$ cat src/rtl/owl_pkg.sv
// Shared constants, types and helper functions for the operand width lookup block.
package owl_pkg;

    localparam int OWL_VAL_W = 16;
    localparam int OWL_IDX_W = 8;
    localparam int OWL_ENTRIES = 4;
    localparam int OWL_BYTE_SHIFT = 3;

    localparam logic [7:0] OWL_SR_MAP_0 = 8'h00;
    localparam logic [7:0] OWL_SR_MAP_1 = 8'h01;
    localparam logic [7:0] OWL_SR_MAP_2 = 8'h02;
    localparam logic [7:0] OWL_SR_MAP_3 = 8'h03;
    localparam logic [7:0] OWL_SR_WIDEST = 8'h04;
    localparam logic [7:0] OWL_SR_SIMD_LIMIT = 8'h05;

    localparam logic [3:0][15:0] OWL_MAP_RESET = {16'h0008, 16'h0004, 16'h0002, 16'h0001};
    localparam logic [15:0] OWL_WIDEST_RESET = 16'h0008;
    localparam logic [15:0] OWL_SIMD_LIMIT_RESET = 16'h0040;
    localparam logic [15:0] OWL_ZERO = 16'h0000;
    localparam logic [15:0] OWL_ONE = 16'h0001;

    typedef enum logic [2:0] {
        OWL_TRAP_NONE = 3'b000,
        OWL_TRAP_NO_REG = 3'b001,
        OWL_TRAP_NO_ACCESS = 3'b010,
        OWL_TRAP_HARDWIRED = 3'b011,
        OWL_TRAP_INCOHERENT = 3'b100
    } owl_trap_t;

    typedef enum logic [1:0] {
        OWL_ST_IDLE = 2'b00,
        OWL_ST_CHECK = 2'b01,
        OWL_ST_COMMIT = 2'b10
    } owl_state_t;

    typedef enum logic [1:0] {
        OWL_KIND_NONE = 2'b00,
        OWL_KIND_MAP = 2'b01,
        OWL_KIND_WIDEST = 2'b10,
        OWL_KIND_SIMD = 2'b11
    } owl_kind_t;

    typedef struct packed {
        logic valid;
        logic [1:0] width_field;
        logic simd;
    } owl_dec_req_t;

    typedef struct packed {
        logic valid;
        logic [15:0] width_bytes;
        logic simd;
        logic trap;
    } owl_dec_rsp_t;

    typedef struct packed {
        logic valid;
        logic write;
        logic [7:0] index;
        logic [15:0] wdata;
    } owl_sr_req_t;

    typedef struct packed {
        logic valid;
        logic trap;
        owl_trap_t cause;
        logic [15:0] rdata;
    } owl_sr_rsp_t;

    function automatic logic owl_is_pow2(input logic [15:0] v);
        owl_is_pow2 = (v != OWL_ZERO) && ((v & (v - OWL_ONE)) == OWL_ZERO);
    endfunction

    function automatic owl_kind_t owl_sr_kind(input logic [7:0] index);
        if (index <= OWL_SR_MAP_3)
            owl_sr_kind = OWL_KIND_MAP;
        else if (index == OWL_SR_WIDEST)
            owl_sr_kind = OWL_KIND_WIDEST;
        else if (index == OWL_SR_SIMD_LIMIT)
            owl_sr_kind = OWL_KIND_SIMD;
        else
            owl_sr_kind = OWL_KIND_NONE;
    endfunction

    function automatic logic [15:0] owl_lookup(input logic [3:0][15:0] map,
                                               input logic [1:0] field);
        owl_lookup = map[field];
    endfunction

endpackage

$ cat src/rtl/owl_width_map.sv
// Four programmable width map entries holding the byte width of each field value.
`timescale 1ns/1ps
`default_nettype none
module owl_width_map
    import owl_pkg::*;
(
    input wire logic clk,
    input wire logic rst,
    input wire logic ce,
    input wire logic wr_en,
    input wire logic [1:0] wr_sel,
    input wire logic [15:0] wr_value,
    output logic [3:0][15:0] entry
);

    genvar i;
    generate
        for (i = 0; i < OWL_ENTRIES; i = i + 1)
        begin : g_entry
            always_ff @(posedge clk)
            begin
                if (rst)
                    entry[i] <= OWL_MAP_RESET[i]; // [RULE_02]
                else if (ce && wr_en && (wr_sel == 2'(i)))
                    entry[i] <= wr_value; // [RULE_04] [RULE_03]
            end
        end
    endgenerate

endmodule
`default_nettype wire

$ cat src/rtl/owl_decoder.sv
// Decode-stage operand width lookup with guarded special register access.
//
// Overview of operation
// [RULE_01] Two-bit width field of each data instruction indexes a four-entry table.
// [RULE_02] After reset the table maps 00,01,10,11 to 1,2,4,8 bytes.
// [RULE_03] The table lives in the decoder; entries may hold any power of two; the code also traps values above WIDEST_BYTES.
// [RULE_04] Four width map registers, one per field value; a write replaces it.
// [RULE_05] Width map writes need privilege and a coherent width, else a trap.
// [RULE_06] A read-only register returns the widest width this build supports.
// [RULE_07] A build with hardwired defaults traps on every width map write.
// [RULE_08] Software on a hardwired build does not try to modify the map.
// [RULE_09] A read-only register reports the largest SIMD element width in bits.
// [RULE_10] Each data instruction carries a SIMD flag passed on with its width.
// [RULE_11] Special registers are reached only by the dedicated access port.
// [RULE_12] Access traps for a missing register or a forbidden context.
// [RULE_13] Each access completes atomically and never stalls decoding.
// [RULE_14] A decoded width beyond what the build handles raises a trap.
// [RULE_15] A committed map write affects only instructions decoded afterwards.
`timescale 1ns/1ps
`default_nettype none
module owl_decoder
    import owl_pkg::*;
#(
    parameter logic HARDWIRED = 1'b0,
    parameter logic [15:0] WIDEST_BYTES = OWL_WIDEST_RESET,
    parameter logic [15:0] SIMD_LIMIT_BITS = OWL_SIMD_LIMIT_RESET
)
(
    input wire logic SYS_CLK,
    input wire logic RST,
    input wire logic CE,
    input wire owl_dec_req_t DEC_REQ,
    output owl_dec_rsp_t DEC_RSP,
    input wire owl_sr_req_t SR_REQ,
    input wire logic SR_PRIV,
    output logic SR_READY,
    output owl_sr_rsp_t SR_RSP
);

    owl_state_t state;
    owl_state_t next_state;
    owl_sr_req_t held_req;
    logic held_priv;
    owl_trap_t cause;
    owl_trap_t next_cause;
    owl_kind_t held_kind;
    logic [3:0][15:0] map_entry;
    logic map_wr_en;
    logic [15:0] dec_width;
    logic [18:0] dec_width_bits;
    logic dec_too_wide;
    logic [15:0] read_value;

    // The access port only accepts work while no other access is in flight.
    assign SR_READY = (state == OWL_ST_IDLE); // [RULE_13]

    always_comb
    begin
        next_state = state;
        case (state)
            OWL_ST_IDLE:
            begin
                if (SR_REQ.valid)
                    next_state = OWL_ST_CHECK; // [RULE_11]
            end
            OWL_ST_CHECK:
            begin
                next_state = OWL_ST_COMMIT;
            end
            OWL_ST_COMMIT:
            begin
                next_state = OWL_ST_IDLE; // [RULE_13]
            end
            default:
            begin
                next_state = OWL_ST_IDLE;
            end
        endcase
    end

    always_ff @(posedge SYS_CLK)
    begin
        if (RST)
            state <= OWL_ST_IDLE;
        else if (CE)
            state <= next_state;
    end

    // The request and the context it was issued in are captured together.
    always_ff @(posedge SYS_CLK)
    begin
        if (RST)
        begin
            held_req <= '0;
            held_priv <= 1'b0;
        end
        else if (CE && (state == OWL_ST_IDLE) && SR_REQ.valid)
        begin
            held_req <= SR_REQ;
            held_priv <= SR_PRIV;
        end
    end

    assign held_kind = owl_sr_kind(held_req.index);

    // Checks in priority order: existence, context, fixed register, width.
    always_comb
    begin
        next_cause = OWL_TRAP_NONE;
        if (held_kind == OWL_KIND_NONE)
        begin
            next_cause = OWL_TRAP_NO_REG; // [RULE_12]
        end
        else if (held_req.write)
        begin
            if (!held_priv)
            begin
                next_cause = OWL_TRAP_NO_ACCESS; // [RULE_12] [RULE_05]
            end
            else if (held_kind != OWL_KIND_MAP)
            begin
                next_cause = OWL_TRAP_HARDWIRED; // [RULE_06] [RULE_09]
            end
            else if (HARDWIRED)
            begin
                next_cause = OWL_TRAP_HARDWIRED; // [RULE_07]
            end
            else if (!owl_is_pow2(held_req.wdata) || (held_req.wdata > WIDEST_BYTES))
            begin
                next_cause = OWL_TRAP_INCOHERENT; // [RULE_05] [RULE_03]
            end
        end
    end

    always_ff @(posedge SYS_CLK)
    begin
        if (RST)
            cause <= OWL_TRAP_NONE;
        else if (CE && (state == OWL_ST_CHECK))
            cause <= next_cause;
    end

    // The write lands in one edge so no decode ever sees a half update.
    assign map_wr_en = (state == OWL_ST_COMMIT) && held_req.write
                       && (cause == OWL_TRAP_NONE); // [RULE_04] [RULE_13]

    owl_width_map u_width_map (
        .clk(SYS_CLK),
        .rst(RST),
        .ce(CE),
        .wr_en(map_wr_en),
        .wr_sel(held_req.index[1:0]),
        .wr_value(held_req.wdata),
        .entry(map_entry)
    );

    always_comb
    begin
        read_value = OWL_ZERO;
        case (held_kind)
            OWL_KIND_MAP:
            begin
                read_value = owl_lookup(map_entry, held_req.index[1:0]);
            end
            OWL_KIND_WIDEST:
            begin
                read_value = WIDEST_BYTES; // [RULE_06]
            end
            OWL_KIND_SIMD:
            begin
                read_value = SIMD_LIMIT_BITS; // [RULE_09]
            end
            default:
            begin
                read_value = OWL_ZERO;
            end
        endcase
    end

    // The answer is a one-cycle pulse after the commit cycle.
    always_ff @(posedge SYS_CLK)
    begin
        if (RST)
        begin
            SR_RSP <= '0;
        end
        else if (CE)
        begin
            SR_RSP.valid <= (state == OWL_ST_COMMIT);
            if (state == OWL_ST_COMMIT)
            begin
                SR_RSP.trap <= (cause != OWL_TRAP_NONE); // [RULE_12]
                SR_RSP.cause <= cause;
                if (!held_req.write && (cause == OWL_TRAP_NONE))
                    SR_RSP.rdata <= read_value;
                else
                    SR_RSP.rdata <= OWL_ZERO;
            end
        end
    end

    // Decoding uses the registered map, so a write committed at an edge is
    // seen only by instructions taken at later edges.
    assign dec_width = owl_lookup(map_entry, DEC_REQ.width_field); // [RULE_01] [RULE_15]
    assign dec_width_bits = {dec_width, 3'b000};
    assign dec_too_wide = (dec_width > WIDEST_BYTES)
                          || (DEC_REQ.simd
                              && (dec_width_bits > {3'b000, SIMD_LIMIT_BITS})); // [RULE_14]

    always_ff @(posedge SYS_CLK)
    begin
        if (RST)
        begin
            DEC_RSP <= '0;
        end
        else if (CE)
        begin
            DEC_RSP.valid <= DEC_REQ.valid; // [RULE_13]
            if (DEC_REQ.valid)
            begin
                DEC_RSP.width_bytes <= dec_width; // [RULE_01]
                DEC_RSP.simd <= DEC_REQ.simd; // [RULE_10]
                DEC_RSP.trap <= dec_too_wide; // [RULE_14]
            end
        end
    end

endmodule
`default_nettype wire

$ cat config.mk
export PLATFORM = sky130hd
export DESIGN_NAME = owl_decoder
export DESIGN_NICKNAME = d
export VERILOG_FILES = /design/src/rtl/owl_pkg.sv /design/src/rtl/owl_width_map.sv /design/src/rtl/owl_decoder.sv
export SDC_FILE = /design/constraint.sdc
export NUM_CORES = 1
export LEC_CHECK = 0
export ABC_CLOCK_PERIOD_IN_PS = 3670
export BUFFER_PORTS_ARGS = -buffer_cell sky130_fd_sc_hd__buf_4
export CORE_UTILIZATION = 55
export DETAILED_ROUTE_END_ITERATION = 12
export HOLD_SLACK_MARGIN = 0.02
export PLACE_DENSITY = 0.76
export RECOVER_POWER = 25
export SLEW_MARGIN = 20
export SYNTH_ARGS = -nofsm -noshare
export SYNTH_HDL_FRONTEND = slang
export SYNTH_SLANG_ARGS = --single-unit
$ cat constraint.sdc
create_clock -name SYS_CLK -period 3.67 [get_ports SYS_CLK]
set_clock_uncertainty 0.1 [all_clocks]
set_input_delay 0.734 -clock SYS_CLK [delete_from_list [all_inputs] [get_ports SYS_CLK]]
set_output_delay 0.734 -clock SYS_CLK [all_outputs]
set_load 0.02 [all_outputs]
== Word level (Yosys, flattened, before mapping) ==
Cells that the tools add are included.

* Register bits after elaboration: 135
* Bits of input ports: 34

* Multiplexer cells: 16
* Reductions and logical operators: 27
* Eq/ne operators: 12
* Add/subtract/negate cells: 1
* Bitwise operators: 1
* Order comparisons: 6

{| class="wikitable"
|+ Operator list
! operator !! number
|-
| binary-select mux 16 bit (select 2 bit) || 2
|-
| two-way mux 16 bit || 3
|-
| case mux 16 bit (3 select lines) || 1
|-
| > comparator 16 x 4 -> 1 bit (second input constant) || 2
|-
| > comparator 19 x 7 -> 1 bit (second input constant) || 1
|-
| bitwise AND 16 bit || 1
|-
| equality test 8 x 3 -> 1 bit (second input constant) || 2
|-
| zero test 16 bit || 1
|-
| nonzero test 16 bit || 1
|-
| subtractor 16 x 1 -> 16 bit (second input constant) || 1
|-
| two-way mux 3 bit || 5
|-
| logical AND 1 bit || 13
|-
| equality test 2 bit (second input constant) || 5
|-
| <= comparator 8 x 2 -> 1 bit (second input constant) || 1
|-
| two-way mux 2 bit || 4
|-
| equality test 2 x 1 -> 1 bit (second input constant) || 3
|-
| zero test 2 bit || 3
|-
| < comparator 2 x 3 -> 1 bit (second input constant) || 2
|-
| AND reduction 2 bit || 3
|-
| case mux 2 bit (2 select lines) || 1
|-
| zero test 3 bit || 1
|-
| nonzero test 3 bit || 1
|-
| zero test 1 bit || 2
|-
| logical OR 1 bit || 2
|-
| 2 further kinds || 2
|}

== Longest topological paths before layout ==
* Depth in word-level cells: 11
* Depth in mapped cells: 8
* Gate-level depth less buffers: 5

== By module ==
From an unflattened synthesis, not the netlist that was laid out.

* Cell total of the unflattened synthesis: 598
* Area, all modules: 5,989.5 sq um

{| class="wikitable"
|+ Modules (own cells, without submodules)
! module !! times used !! cells each !! area an instance (sq um)
|-
| owl_decoder || 1 || 365 || 3,407.0
|-
| owl_width_map || 1 || 233 || 2,582.5
|}

== Worst setup path after synthesis ==
No wires, ideal clock.

* Path kind: input to register
* Start point: input port DEC_REQ[2] (netlist name)
* End point: register DEC_RSP[0] (netlist name)
* Stages on the path: 6
* Buffers on the path: 2
* Data arrival time: 2.286 ns
* Path slack: 1.150 ns
* Path through: clkbuf_1 clkbuf_1 mux4_2 or4_4 nor3_2 a311oi_1

* Longest elaborated chain between the ends: 5

{| class="wikitable"
|+ RTL lines
! element !! RTL line !! source
|-
| from (decl) || owl_decoder.sv:32 || <nowiki>input wire owl_dec_req_t DEC_REQ,</nowiki>
|-
| binary-select mux 16 bit (select 2 bit) (*) || owl_pkg.sv:87 || <nowiki>owl_lookup = map[field];</nowiki>
|-
| two-way mux 16 bit (not written as such) (*) || owl_pkg.sv:87 ||
|-
| > comparator 19 x 7 -> 1 bit || owl_decoder.sv:208 || <nowiki>&& (dec_width_bits > {3'b000, SIMD_LIMIT_BITS}));</nowiki>
|-
| logical AND 1 bit || owl_decoder.sv:208 ||
|-
| logical OR 1 bit (*) || owl_decoder.sv:207 || <nowiki>|| (DEC_REQ.simd</nowiki>
|-
| to (decl) || owl_decoder.sv:33 || <nowiki>output owl_dec_rsp_t DEC_RSP,</nowiki>
|}

Mark *: on every way between the ends. The rest lies on a longest branch, timed or not. The select of a mux whose other input is x is not followed.
A chain may end at the register's enable or synchronous reset.

== Final worst setup path ==
* Start point: input port CE
* End point: register u_width_map.entry[55] (netlist name)

* Longest elaborated chain between the ends: 2

{| class="wikitable"
|+ RTL lines
! element !! RTL line !! source
|-
| from (decl) || owl_decoder.sv:31 || <nowiki>input wire logic CE,</nowiki>
|-
| logical AND 1 bit (2 in series) || owl_width_map.sv:24 || <nowiki>else if (ce && wr_en && (wr_sel == 2'(i)))</nowiki>
|-
| to (signal, indexed assignment) || owl_width_map.sv:23 || <nowiki>entry[i] <= OWL_MAP_RESET[i];</nowiki>
|-
| to (signal, indexed assignment) || owl_width_map.sv:25 || <nowiki>entry[i] <= wr_value;</nowiki>
|-
| to (decl) || owl_width_map.sv:13 || <nowiki>output logic [3:0][15:0] entry</nowiki>
|}

No other way between the ends.

==> results.md <==
* Setup Crit Path Kind: primary input to flip-flop
* Hold buffers post-CTS at 0
* Sequential cell area fraction in the yosys report at 47.0%
* Routed len/inst at 17.2 µm
* Core Region at 9950 µm²
* Post_cts resized at 0
* Status: finished clean
* Die area at 10,900 µm²
* Synth Cell Area at 5750 µm²
* Clk pwr share at 50.4%
* Design area at 6940 µm²
* Place WS at 1020 ps
* FF+latch count, synth at 135
* DP Cell Count at 804
* Layout Cells excl Fill at 837
* CTS Buffer Depth at 2
* CTS sink count at 135
* Post-CTS setup buffers at 0
* Setup WS post-layout at 1260 ps
* Placed Area at 6320 µm²
* Clock Latency Late Sink at 530 ps
* Critical R2R Capture: u_width_map.entry[55]
* PwrDens at 490 nW/µm²
* Inserted Clock Buffers at 17
* Net Switching at 0.755 mW
* Initial core utilization at 57.8%
* Sum of buffers and inverters on the critical path at 1
* Worst slew margin at 29.6%
* Power Internal at 2.65 mW
* Final nets at 725
* Hold path startpoint: SR_REQ[4]
* Worst r2r src: state[1]
* GR Overflow Total at 0
* Total track usage at 27.6%
* CP Max Fanout at 16
* Cell Chain, Critical Path: clkbuf_1, and3b_1, and2_0, and4_1, nand2_1, a21oi_1
* Routed Wire Length at 14,400 µm
* Yosys warning count at 0
* Sw Share at 22.2%
* DR iter-0 viols at 326
* R2r setup slk at 1410 ps
* Clk root buf: clkbuf_8
* Layout cells sized above 1 at 19.9%
* Setup violators final at 0
* First-pass GRT wire length at 23,500 µm
* Synth top cells by count: 194 x nand2_1, 135 x dfxtp_1, 99 x a21oi_1
* Die Width at 104 µm
* CTS H-tree depth at 4
* Synthesized net count at 674
* WP depth at 6
* Mean Syn Cell Area at 8.99 µm²
* Sequential Power Share at 44.7%
* Largest delay share family, worst path: simple AND/OR/NAND/NOR gates
* Area contributors post-synth: dfxtp_1 47%, nand2_1 13%, a21oi_1 8.6%
* Gpl congestion at 0.806
* Final hold vios at 0
* Vias in the first global route at 4,715
* Post-DP HPWL at 9350 µm
* P_leak at 2.54 nW
* Synth async-reset ratio at 0%
* Setup TNS at 0 ps
* Mapped Cells at 640
* Most common cell in the netlist: nand2_1
* Worst setup path startpoint: CE
* Crit end category: flip-flop
* Row cnt at 36
* Area delta synth->final at 20.6%
* Area leader, netlist: dfxtp_1
* Largest net degree at the start of global routing at 66
* DRT Pass-1 Iters at 5
* Worst slew pin tran at 1060 ps
* Post-synth EDFFs at 0
* Die Y-Extent at 104 µm
* Worst Hold Class: primary input to flip-flop
* Worst-path clk slew at 60 ps
* Worst path max stage delay at 730 ps
* Via density at 5.87
* R2R cell count at 5
* Max Cap Viol at 0
* Ports at 75
* CTS tree: done
* Ant diodes at 0
* Count of unique library cells instantiated by Yosys at 45
* CP required at 4030 ps
* Residual DRC at 0
* Area share of the largest cell type after synthesis at 47.0%
* Logic pwr share at 4.9%
* Total number of vias at 4,913
* Fin crit share at 65.6%
* CP Launch Type: primary input
* Initial antenna violation count at 0
* Fmax at 415 MHz
* Main synth FF type: dfxtp_1
* Worst vdd ir at 0.253 mV
* Final Slew Violations at 0
* Worst setup path end: u_width_map.entry[55]
* RSZ-0062 raised after global routing: false
* Antenna viol nets, final at 0
* Worst EP arrival at 2760 ps
* Port-buffer cells at 74
* Worst path slowest cell: and4_1
* Crit path time final at 2410 ps
## cell type report
class	instances	area [µm²]
sequential	135	2700
inverter	1	3.75
multi-input combinational	451	2820
clock buffer	21	459
clock inverter	11	148
timing repair buffer	85	637
tap	133	166
fill	773	3020
## registers in the layout, indices dropped and copies added (netlist names)
name and cells:
u_width_map.entry 64, held_req 25, SR_RSP 21, DEC_RSP 19
cause 3, state 2, held_priv 1
## through the flow
stage,utilization (%),power (mW),hold WS [ps]
after floorplan,-,1.65,336
after global placement,63.5,1.71,342
after detailed placement,63.5,1.72,350
after CTS,69.6,3.42,336
after global routing,69.7,3.51,346
final,69.7,3.40,350
## routing by layer
| metal | GRT usage (%) | up-vias | wire length [µm] | share of wire [%] |
|---|---|---|---|---|
| met2 | 44.8 | 215 | 6960 | 48 |
| met1 | 35.9 | 2349 | 6270 | 44 |
| met3 | 6.08 | 29 | 896 | 6.2 |
| met5 | 0 | - | 0 | 0 |
| li1 | - | 2320 | - | - |
| met4 | 10.4 | 0 | 260 | 1.8 |
## worst min path at each step
stage / to / slack [ps] / cells after the start
after floorplan: held_req[21] / 340 / 2
after global placement: held_req[21] / 340 / 2
after detailed placement: DEC_RSP[15] / 350 / 2
after CTS: held_req[7] / 340 / 3
after global routing: held_req[6] / 350 / 3
final: held_req[4] / 350 / 3
## power by group through the flow
stage / logic, mW / clock network (mW) / registers, mW
final: 0.167 / 1.72 / 1.52
after global routing: 0.183 / 1.80 / 1.52
after CTS: 0.167 / 1.73 / 1.52
after detailed placement: 0.166 / 0 / 1.55
after global placement: 0.162 / 0 / 1.55
after floorplan: 0.117 / 0 / 1.54
## cells in the final DEF, fill, tap and decap left out, types with 7 or more instances in the layout
cell / Yosys / routed
nand2_1: 194 / 194
dfxtp_1: 135 / 135
a21oi_1: 99 / 99
buf_4: 0 / 82
nor2_1: 35 / 35
mux4_2: 17 / 17
mux2i_1: 17 / 17
clkbuf_16: 0 / 16
a22oi_1: 15 / 15
mux4_1: 13 / 13
nor3_1: 9 / 9
nand2b_1: 7 / 7
## worst min-delay path: cells and delay by family
kind,cells,cell delay [ps]
simple gates,1,50
buf+inv,1,110
compound gates,1,50
## kinds of logic after synthesis
| kind of cell | share of synthesized area (%) |
|---|---|
| buffers and inverters | 4.33 |
| AOI/OAI and AO/OA | 12.2 |
| and+or+nand+nor | 20.8 |
| DFF | 47.0 |
| muxes | 15.6 |
| xor gates and xnor gates | 0.152 |
(Power assumes the default switching activity.)
